--- config.mk ---
export PLATFORM = sky130hd
export DESIGN_NAME = dac_input_format_status
export DESIGN_NICKNAME = d
export VERILOG_FILES = /design/src/verilog/dac_fmt_pkg.sv /design/src/verilog/dac_input_format_status.sv /design/src/verilog/sample_fifo.sv
export SDC_FILE = /design/constraint.sdc
export NUM_CORES = 1
export LEC_CHECK = 0
export BUFFER_PORTS_ARGS = -buffer_cell sky130_fd_sc_hd__buf_2
export CAP_MARGIN = 20
export CORE_ASPECT_RATIO = 1.1
export CORE_UTILIZATION = 45
export DETAILED_ROUTE_END_ITERATION = 16
export PLACE_DENSITY_LB_ADDON = 0.12
export SLEW_MARGIN = 20
export SYNTH_ARGS = -nofsm -noshare
export SYNTH_HDL_FRONTEND = slang
export SYNTH_SLANG_ARGS = --single-unit
--- constraint.sdc ---
create_clock -name core_clk -period 8.5 [get_ports core_clk]
set_clock_uncertainty 0.2 [all_clocks]
set_input_delay 1.7 -clock core_clk [delete_from_list [all_inputs] [get_ports core_clk]]
set_output_delay 1.7 -clock core_clk [all_outputs]
set_load 0.02 [all_outputs]
--- src/verilog/dac_fmt_pkg.sv ---
// constants shared by the input format and status register block
// Contract
// status top bit mirrors clock loop lock
// status holds fixed part id and revision
// select 00: bus A to A, bus B to B
// select 01: bus A interleaved, split to both
// select 10: bus B interleaved, split to both
// select 11: half rate buses form one stream
// idle bus id rising edge marks channel A
// source drives id high for A, low B
// format bit set two's complement, clear offset binary
// clock invert bit captures on opposite edge
// interpolation field selects 1X 2X 4X 8X
// sync bit enables input clock synchronisation
// status writes ignored, lock read live
`default_nettype none
package dac_fmt_pkg;
    // ------------------------------------------------------------------
    // register map
    // ------------------------------------------------------------------
    localparam int ADDR_W = 5;
    localparam logic [4:0] STATUS_OFFSET = 5'h00;
    localparam logic [4:0] CFG_OFFSET = 5'h01;
    localparam logic [7:0] CFG_RESET = 8'h0B;
    localparam logic [7:0] CFG_WR_MASK = 8'hDF; // bit 5 unused
    localparam int LOCK_BIT = 7;
    localparam int PART_ID_LSB = 2;
    localparam int REVISION_LSB = 0;
    localparam int MODE_LSB = 6;
    localparam int SYNC_BIT = 4;
    localparam int TWOS_BIT = 3;
    localparam int INV_BIT = 2;
    localparam int INTERP_LSB = 0;
    // ------------------------------------------------------------------
    // data path
    // ------------------------------------------------------------------
    localparam int SAMPLE_W = 16;
    localparam int FIFO_DEPTH = 32;
    typedef enum logic [1:0] {
        MODE_DUAL = 2'b00,
        MODE_ILV_A = 2'b01,
        MODE_ILV_B = 2'b10,
        MODE_HALF = 2'b11
    } insel_type;
    typedef enum logic [1:0] {
        INTERP_1X = 2'b00,
        INTERP_2X = 2'b01,
        INTERP_4X = 2'b10,
        INTERP_8X = 2'b11
    } interp_type;
endpackage
`default_nettype wire

--- src/verilog/dac_input_format_status.sv ---
// status register, input format register and input bus demultiplexer
`timescale 1ns/1ps
`default_nettype none
module dac_input_format_status #(
    parameter logic [2:0] PART_ID = 3'b101, // arbitrary value
    parameter logic [1:0] REVISION = 2'b01, // arbitrary value
    parameter int DEPTH = dac_fmt_pkg::FIFO_DEPTH
) (
    input wire logic core_clk,
    input wire logic rst_n,
    input wire logic clk_en,
    input wire logic pll_locked,
    input wire logic [dac_fmt_pkg::ADDR_W-1:0] reg_addr,
    input wire logic reg_wr,
    input wire logic [7:0] reg_wdata,
    output logic [7:0] reg_rdata,
    input wire logic [dac_fmt_pkg::SAMPLE_W-1:0] bus_a,
    input wire logic [dac_fmt_pkg::SAMPLE_W-1:0] bus_b,
    input wire logic src_valid,
    output logic src_ready,
    output logic out_valid,
    input wire logic out_ready,
    output logic [dac_fmt_pkg::SAMPLE_W-1:0] out_a,
    output logic [dac_fmt_pkg::SAMPLE_W-1:0] out_b,
    output logic single_stream,
    output logic [1:0] interp_sel,
    output logic clkin_sync_en
);
    import dac_fmt_pkg::*;

    logic lock_s1_q, lock_s2_q;
    logic [7:0] cfg_q, cfg_d, rdata_q, rdata_d;
    logic [SAMPLE_W-1:0] neg_a_q, neg_b_q, cap_a, cap_b;
    logic [SAMPLE_W-1:0] held_q, held_d;
    logic have_q, have_d, id_prev_q, id_prev_d;
    logic take, push, id_bit, rising;
    logic [2*SAMPLE_W-1:0] push_data;
    logic [2*SAMPLE_W-1:0] fifo_out;
    logic [SAMPLE_W-1:0] ilv_data;
    insel_type mode;
    logic twos, inv;

    // converts a raw sample to two's complement, flipping msb if needed
    function automatic logic [SAMPLE_W-1:0] to_twos(
        input logic [SAMPLE_W-1:0] s, input logic is_twos);
        to_twos = {s[SAMPLE_W-1] ^ ~is_twos, s[SAMPLE_W-2:0]};
    endfunction

    // ------------------------------------------------------------------
    // lock synchroniser and register file
    // ------------------------------------------------------------------
    assign mode = insel_type'(cfg_q[MODE_LSB +: 2]);
    assign twos = cfg_q[TWOS_BIT];
    assign inv = cfg_q[INV_BIT];
    assign reg_rdata = rdata_q;
    assign interp_sel = cfg_q[INTERP_LSB +: 2];
    assign clkin_sync_en = cfg_q[SYNC_BIT];
    assign single_stream = (mode == MODE_HALF);

    // status writes fall through to nothing, only config is writable
    always_comb begin
        cfg_d = cfg_q;
        if (reg_wr && reg_addr == CFG_OFFSET) begin
            cfg_d = reg_wdata & CFG_WR_MASK;
        end
        rdata_d = 8'h00;
        unique case (reg_addr)
            STATUS_OFFSET: begin
                rdata_d[LOCK_BIT] = lock_s2_q;
                rdata_d[PART_ID_LSB +: 3] = PART_ID;
                rdata_d[REVISION_LSB +: 2] = REVISION;
            end
            CFG_OFFSET: rdata_d = cfg_q;
            default: rdata_d = 8'h00;
        endcase
    end

    always_ff @(posedge core_clk) begin
        if (!rst_n) begin
            lock_s1_q <= 1'b0;
            lock_s2_q <= 1'b0;
            cfg_q <= CFG_RESET;
            rdata_q <= 8'h00;
        end else if (clk_en) begin
            lock_s1_q <= pll_locked;
            lock_s2_q <= lock_s1_q;
            cfg_q <= cfg_d;
            rdata_q <= rdata_d;
        end
    end

    // ------------------------------------------------------------------
    // capture edge select
    // ------------------------------------------------------------------
    // the opposite edge copy is half a cycle older, giving setup margin
    always_ff @(negedge core_clk) begin
        if (!rst_n) begin
            neg_a_q <= '0;
            neg_b_q <= '0;
        end else if (clk_en) begin
            neg_a_q <= bus_a;
            neg_b_q <= bus_b;
        end
    end
    assign cap_a = inv ? neg_a_q : bus_a;
    assign cap_b = inv ? neg_b_q : bus_b;

    // ------------------------------------------------------------------
    // demultiplexer
    // ------------------------------------------------------------------
    // the fifo ready stalls the source and the pairing state alike
    assign take = src_valid && src_ready;
    assign id_bit = (mode == MODE_ILV_A) ? cap_b[SAMPLE_W-1]
                                         : cap_a[SAMPLE_W-1];
    assign rising = id_bit && !id_prev_q;
    assign ilv_data = (mode == MODE_ILV_A) ? cap_a : cap_b;

    always_comb begin
        push = 1'b0;
        push_data = {to_twos(cap_a, twos), to_twos(cap_b, twos)};
        held_d = held_q;
        have_d = have_q;
        id_prev_d = id_prev_q;
        if (take) begin
            unique case (mode)
                MODE_DUAL, MODE_HALF: begin
                    push = 1'b1;
                    have_d = 1'b0;
                end
                MODE_ILV_A, MODE_ILV_B: begin
                    id_prev_d = id_bit;
                    if (rising) begin
                        held_d = ilv_data;
                        have_d = 1'b1;
                    end else if (have_q) begin
                        push = 1'b1;
                        push_data = {to_twos(held_q, twos),
                                     to_twos(ilv_data, twos)};
                        have_d = 1'b0;
                    end
                end
            endcase
        end
    end

    always_ff @(posedge core_clk) begin
        if (!rst_n) begin
            held_q <= '0;
            have_q <= 1'b0;
            id_prev_q <= 1'b0;
        end else if (clk_en) begin
            held_q <= held_d;
            have_q <= have_d;
            id_prev_q <= id_prev_d;
        end
    end

    sample_fifo #(
        .WIDTH(2*SAMPLE_W),
        .DEPTH(DEPTH)
    ) u_fifo (
        .core_clk(core_clk),
        .rst_n(rst_n),
        .clk_en(clk_en),
        .in_valid(src_valid && (push || !take)),
        .in_ready(src_ready),
        .in_data(push_data),
        .out_valid(out_valid),
        .out_ready(out_ready),
        .out_data(fifo_out)
    );
    // the fifo word carries channel a in its upper half
    assign out_a = fifo_out[2*SAMPLE_W-1 -: SAMPLE_W];
    assign out_b = fifo_out[SAMPLE_W-1:0];
endmodule // dac_input_format_status
`default_nettype wire

--- src/verilog/sample_fifo.sv ---
// sample fifo with registered read data and valid/ready on both sides
`timescale 1ns/1ps
`default_nettype none
module sample_fifo #(
    parameter int WIDTH = 32,
    parameter int DEPTH = 32
) (
    input wire logic core_clk,
    input wire logic rst_n,
    input wire logic clk_en,
    input wire logic in_valid,
    output logic in_ready,
    input wire logic [WIDTH-1:0] in_data,
    output logic out_valid,
    input wire logic out_ready,
    output logic [WIDTH-1:0] out_data
);
    localparam int PW = $clog2(DEPTH);
    localparam logic [PW:0] DEPTH_C = (PW+1)'(DEPTH);

    logic [WIDTH-1:0] mem_q [DEPTH];
    logic [PW-1:0] wr_ptr_q, wr_ptr_d, rd_ptr_q, rd_ptr_d;
    logic [PW:0] count_q, count_d;
    logic out_valid_q, out_valid_d;
    logic [WIDTH-1:0] out_data_q, out_data_d;
    logic push, pop;

    // ------------------------------------------------------------------
    // pointers and output stage
    // ------------------------------------------------------------------
    // full is counted in the array only, the output register is extra
    assign in_ready = (count_q != DEPTH_C) && clk_en;
    assign push = in_valid && in_ready;
    assign pop = (count_q != '0) && (!out_valid_q || out_ready) && clk_en;
    assign out_valid = out_valid_q;
    assign out_data = out_data_q;

    always_comb begin
        wr_ptr_d = push ? wr_ptr_q + 1'b1 : wr_ptr_q;
        rd_ptr_d = pop ? rd_ptr_q + 1'b1 : rd_ptr_q;
        count_d = count_q + (PW+1)'(push) - (PW+1)'(pop);
        out_valid_d = out_valid_q;
        out_data_d = out_data_q;
        if (pop) begin
            out_valid_d = 1'b1;
            out_data_d = mem_q[rd_ptr_q];
        end else if (out_ready) begin
            out_valid_d = 1'b0;
        end
    end

    always_ff @(posedge core_clk) begin
        if (!rst_n) begin
            wr_ptr_q <= '0;
            rd_ptr_q <= '0;
            count_q <= '0;
            out_valid_q <= 1'b0;
            out_data_q <= '0;
        end else if (clk_en) begin
            wr_ptr_q <= wr_ptr_d;
            rd_ptr_q <= rd_ptr_d;
            count_q <= count_d;
            out_valid_q <= out_valid_d;
            out_data_q <= out_data_d;
        end
    end

    // storage has no reset, only written words are ever read
    always_ff @(posedge core_clk) begin
        if (push) begin
            mem_q[wr_ptr_q] <= in_data;
        end
    end
endmodule // sample_fifo
`default_nettype wire

==> run_results.csv, run 1 <==
group,metric,value,unit
sta,relSlewSlack,23.9,%
finish,layout-drive-gt1-share,25.0,%
detailed_routing,wl_per_cell,27.8,um
power,power_density,264,nW/um2
placement,portBuffers,95,
clock_tree,cts_tree,"yes",
sta,slew_viol_final,0,
die,initial_utilization,45.7,%
finish,nFillCells,7612,
sta,layout_setup_ws,0.970,ns
synth,syn_avg_cell_area,19.0,um2
grt,grt_pass1_wl,157000,um
grt,grt_antenna_before_repair,0,
synth,synthMostInstantiatedCell,"edfxtp_1",
clock_tree,cts_setup_buffers,0,
power,p_total,13.4,mW
die,dieWidth,300,um
sta,tightest_slew,1.14,ns
detailed_routing,drtIter0Drc,1853,
detailed_routing,finalWirelength,108000,um
synth,yosys_warnings,0,
grt,track_usage,22.1,%
critical_path,end_kind,"flip-flop",
critical_path,reg2reg_slack,0.97,ns
job,cap_viol_max_count,0,
grt,first_global_vias,23184,
grt,grt_overflow,0,
critical_path,r2r-end,"u_fifo.mem_q[18][14]",
die,die_h,330,um
clock_tree,htreeDepth,3,
placement,hpwlAfterDp,58400,um
die,core,96300,um2
synth,yosysSeqAreaShare,75.1,%
sta,setup_violations,0,
synth,synth_cell_type_count,52,
critical_path,worstSetupPathType,"reg2reg",
synth,synth_simple_gate_area_share,2.49,%
finish,area_delta_synth_final,14.9,%
synth,ys_top_cells_by_area,"edfxtp_1 (70%), mux4_2 (9.9%), dfxtp_1 (5.2%), mux2i_1 (4.2%), a22o_1 (1.2%)",
die,row_count,119,
die,io_pins,98,
synth,ys_ff_latch,1139,
power,vdd_drop_max,355,uV
critical_path,rr_startpoint,"neg_b_q[15]",
grt,grt_max_degree,118,
synth,syn_area,44000,um2
synth,yosys.area_share.xor_xnor,0.199,%
detailed_routing,drc,0,
clock_tree,cts_sinks,1139,
critical_path,cp.arrival,7.64,ns
placement,gp_congestion,0.768,
clock_tree,insertion_delay,0.69,ns
run_status,status,"complete, no violations",
detailed_routing,via_per_inst,5.81,
detailed_routing,dr.pass1.iters,5,
worst_hold_path,hp-class,"reg2reg",
synth,synthMuxAreaShare,14.6,%
power,leakagePower,16.2,nW
clock_tree,cts_hold_buffers,0,
sta,tns,0,ns
critical_path,worst-endpoint-required,8.61,ns
synth,synth-compound-area-share,5.43,%
critical_path,reg2reg_depth,6,
synth,synth_top_family_by_area,"multiplexers",
sta,rsz0062_at_grt,"no",
critical_path,worst_setup_path_start_kind,"flip-flop",
worst_hold_path,whs_path_depth,2,
clock_tree,cts_buffers,115,
sta,final_hold_viol_count,0,
detailed_routing,antenna_left,0,
synth,synthAdderAreaFrac,0.500,%
worst_hold_path,min_from,"u_fifo.count_q[4]",
finish,layout.nets,2581,
worst_hold_path,min_to,"u_fifo.count_q[4]",
die,dieArea,99000,um2
synth,synth_top_area_share,69.9,%
clock_tree,root_buffer,"clkbuf_16",
critical_path,cp_max_fo,32,
synth,async_reset_ff_share,0,%
synth,synthTopCellsByCount,"edfxtp_1 (1024), mux4_2 (194), mux2i_1 (184), dfxtp_1 (115), a21oi_1 (108)",
synth,synthFlopType,"edfxtp_1",
synth,syn-num-nets,2388,
detailed_routing,vias,22558,
synth,synth_edf_count,1024,
placement,pre_cts_slack,0.973,ns
critical_path,critPathLaunch,"neg_b_q[15]",
clock_tree,path_clk_slew,0.06,ns
synth,syn_inst,2319,
synth,synth_top_cell_by_area,"edfxtp_1",
clock_tree,cts_resized,0,
clock_tree,cts_buffer_depth,3,
[report_power, final]
group          leakage, nW  total [mW]  switching [mW]  internal [mW]
Clock                 1.96        4.91            2.11           2.80
Sequential            10.2        6.31           0.115           6.20
Combinational         4.04        2.15            1.15          0.996
Total                 16.2        13.4            3.38           9.99
[final cells by class]
type                    count  area (um2)  share of cell area, %
flip-flops and latches   1139       33100                   65.4
clock inverters            84         510                   1.01
repair buffers            194        1390                   2.76
well taps                1270        1590                   3.14
clock buffers             165        3260                   6.45
multi-input cells        1009       10600                   21.1
diodes                      2        5.00                0.00990
inverters                  21        78.8                  0.156
[cells in the final DEF (no fill, tap or decap), types with 16 or more instances in the layout]
master and n:
mux4_2 194, a21oi_2 16, o22ai_1 31, clkbuf_16 117, a22o_1 62, edfxtp_1 1024
nor2_4 34, mux2_2 17, nor2_1 68, mux2i_1 184, nand2b_1 35, a21oi_1 93
buf_4 85, nand3_1 21, clkbuf_1 33, clkinv_1 17, buf_2 95, a2111oi_0 26
o21ai_0 16, a22oi_1 35, clkinv_2 17, inv_1 53, nand2_1 55, dfxtp_1 110
o221ai_1 32
[worst max path at each step]
| stage | slack [ns] | to |
|---|---|---|
| final | 0.97 | u_fifo.mem_q[18][14] |
| after global routing | 0.82 | u_fifo.mem_q[18][1] |
| after CTS | 0.98 | u_fifo.mem_q[18][1] |
| after detailed placement | 0.97 | u_fifo.mem_q[18][25] |
| after global placement | 1.04 | u_fifo.mem_q[22][14] |
| after floorplan | 0.65 | u_fifo.mem_q[0][0] |
[metal layers]
metal  global-route usage, %  vias to the layer above  share of wire (%)
li1                        -                     9853                  -
met5                       0                        -                  0
met4                    6.60                        0                2.4
met1                    30.1                    11933                 43
met2                    36.6                      635                 49
met3                    3.54                      137                5.5
[stage by stage]
step | instance area (um2) | utilization, % | instances | hold slack (ns)
2_1_floorplan | 44000 | - | 2319 | 0.241
3_3_place_gp | 46800 | 48.5 | 3634 | 0.257
3_5_place_dp | 46800 | 48.6 | 3634 | 0.253
4_1_cts | 50500 | 52.5 | 3882 | 0.263
5_1_grt | 50500 | 52.5 | 3882 | 0.285
6_report | 50500 | 52.5 | 3884 | 0.261
[sequential cells by signal, indices dropped and copies added, names as in the netlist]
register and flops:
u_fifo.mem_q 1024, neg_b_q 16, reg_rdata 7, have_q 1, id_prev_q 1, lock_s2_q 1, cfg_q 7, neg_a_q 16
held_q 16, u_fifo.rd_ptr_q 5, u_fifo.out_data 32, u_fifo.count_q 6, u_fifo.out_valid 1, u_fifo.wr_ptr_q 5, lock_s1_q 1
[worst max-delay path: stages (launching register included)]
cell	delay, ns
dfxtp_1	0.31
mux4_2	0.51
a21bo_1	0.26
a21oi_2	0.21
nand2_1	0.49
nor2_4	0.23
buf_4	0.65
[logic make-up (layout without fill, tap and decap cells)]
family                   after synthesis  in the layout
AO/OA/AOI/OAI                        347            347
other                                  1              3
adder cells (fa/ha/maj)               17             17
XOR/XNOR                              10             10
AND/OR/NAND/NOR                      239            239
flip-flops                          1139           1139
multiplexers                         395            395
buffers and inverters                171            464
Power figures use the tool's default switching activity.
==> run 2, diff against run 1 <==
Settings changed: ABC_AREA set to 1, CORE_UTILIZATION 45 to 50.
==> run 2 against run 1 <==
Compared with the run above:
- register-to-register slack improved by 0.21 ns
- highest routed layer is now met5
- non-clock buffer count fell by 13
- critical path depth rose by 6
- largest power group unchanged
==> run_results.csv, run 2 <==
group,metric,value,unit
die,initial_utilization,50.5,%
worst_hold_path,hp-class,"reg2reg",
clock_tree,root_buffer,"clkbuf_16",
grt,grt_max_degree,180,
clock_tree,cts_setup_buffers,0,
critical_path,worstSetupPathType,"reg2reg",
clock_tree,cts_sinks,1139,
power,leakagePower,21.6,nW
placement,hpwlAfterDp,69700,um
die,dieWidth,298,um
sta,rsz0062_at_grt,"no",
finish,area_delta_synth_final,12.4,%
sta,setup_violations,0,
detailed_routing,drtIter0Drc,2683,
detailed_routing,drc,0,
grt,first_global_vias,30900,
job,cap_viol_max_count,0,
power,vdd_drop_max,171,uV
synth,synthTopCellsByCount,"nand2_1 (1514), edfxtp_1 (1024), nand3_1 (639), inv_1 (490), nor2_1 (278)",
run_status,status,"complete, no violations",
clock_tree,cts_buffers,116,
sta,final_hold_viol_count,0,
finish,layout.nets,4839,
clock_tree,cts_resized,0,
critical_path,worst_setup_path_start_kind,"flip-flop",
sta,hold_slack,0.252,ns
power,power_density,235,nW/um2
grt,grt_antenna_before_repair,2,
detailed_routing,finalWirelength,127000,um
synth,synth_top_area_share,63.6,%
detailed_routing,antenna_left,0,
finish,mostFrequentLayoutCell,"nand2_1",
clock_tree,cts_tree,"yes",
synth,async_reset_ff_share,0,%
synth,syn_area,48300,um2
die,die_h,328,um
critical_path,cp.arrival,7.50,ns
clock_tree,cts_buffer_depth,3,
detailed_routing,vias,32408,
synth,synth_top_cell_by_area,"edfxtp_1",
die,core,95700,um2
grt,track_usage,26.2,%
sta,tightest_slew,1.10,ns
clock_tree,htreeDepth,3,
grt,grt_overflow,0,
synth,synth_cell_type_count,36,
sta,relSlewSlack,26.2,%
finish,top_register,"u_fifo.mem_q",
placement,gp_congestion,0.796,
die,dieArea,97900,um2
synth,syn_inst,4701,
synth,synthMostInstantiatedCell,"nand2_1",
detailed_routing,wl_per_cell,20.7,um
critical_path,end_kind,"flip-flop",
synth,ys_top_cells_by_area,"edfxtp_1 (64%), nand2_1 (12%), nand3_1 (6.6%), dfxtp_1 (4.8%), inv_1 (3.8%)",
clock_tree,path_clk_slew,0.06,ns
synth,synth_edf_count,1024,
critical_path,worst-endpoint-required,8.68,ns
synth,syn_avg_cell_area,10.3,um2
synth,ys_ff_latch,1139,
placement,portBuffers,95,
synth,synthFlopType,"edfxtp_1",
synth,yosysSeqAreaShare,68.4,%
finish,final_cell_mix,"nand2_1 (1512), edfxtp_1 (1024), nand3_1 (639)",
clock_tree,insertion_delay,0.69,ns
sta,tns,0,ns
critical_path,cp_max_fo,17,
finish,largest_reg_flops,1024,
synth,yosys_warnings,0,
sta,slew_viol_final,0,
detailed_routing,via_per_inst,5.28,
detailed_routing,dr.pass1.iters,6,
synth,syn-num-nets,4770,
finish,layout-drive-gt1-share,9.01,%
die,row_count,119,
clock_tree,cts_hold_buffers,0,
grt,grt_pass1_wl,192000,um
die,io_pins,98,
[run 2: cell count changes after synthesis, moves of 176 or more]
cell | before | now
inv_1 | 22 | 490
mux2i_1 | 184 | 7
mux4_2 | 194 | 0
nand2_1 | 55 | 1514
nand3_1 | 22 | 639
nor2_1 | 102 | 278
[run 2: where the power goes]
group	leakage, nW	switching (mW)	total [mW]	internal [mW]
clock	1.98	2.15	4.99	2.84
combinational	9.43	1.12	1.53	0.407
sequential	10.2	0.0510	6.22	6.17
[run 2: logic make-up after synthesis]
logic type	count (synthesis)	synth area share [%]
AO/OA/AOI/OAI	318	3.34
XOR/XNOR	6	0.109
adder cells (fa/ha/maj)	17	0.456
buffers and inverters	760	6.56
flip-flops	1139	68.4
multiplexers	7	0.145
other	1	0.00776
AND/OR/NAND/NOR	2453	21.0
[run 2: area by class of cell]
type                    instances  area (um2)
clock inverters                97         631
well taps                    1270        1590
multi-input cells            2802       12500
repair buffers                181        1420
inverters                     498        1900
clock buffers                 153        3170
fillers                      8127       41400
diodes                          2        5.00
flip-flops and latches       1139       33100
[run 2: final timing paths]
check                        end   startpoint  slack, ns  cells after the start
max          u_fifo.mem_q[2][16]  neg_b_q[15]       1.18                     12
max reg2reg  u_fifo.mem_q[2][16]  neg_b_q[15]       1.18                     12
min                  neg_a_q[13]  neg_a_q[13]       0.25                      2
min reg2reg          neg_a_q[13]  neg_a_q[13]       0.25                      2
[run 2: layer usage]
layer	vias to the layer above	track usage (%)	share of wire (%)
li1	15682	-	-
met1	15541	35.8	43
met2	999	44.4	49
met3	184	3.17	6.1
met4	2	7.58	2.4
met5	-	0	0.010
[run 2: through the flow]
stage	instances	power (mW)	cell area (um2)	utilization, %	worst slack, ns
after floorplan	4701	7.42	48300	-	0.282
after global placement	5891	7.87	50500	52.8	1.11
after detailed placement	5891	7.89	50500	52.8	1.10
after CTS	6140	12.8	54300	56.7	1.19
after global routing	6140	13.2	54300	56.7	1.05
final	6142	12.7	54300	56.7	1.18
[run 2: critical path, stage by stage (launching register included)]
cell and delay, ns:
dfxtp_1 0.30, nand2_1 0.06, o21ai_1 0.13, nand2_2 0.13, o21ai_4 0.09, nand2_4 0.11
nand2_4 0.08, nand2_4 0.13, nand2_4 0.09, inv_4 0.17, nand2_4 0.20, nor2_4 0.73
buf_4 0.34
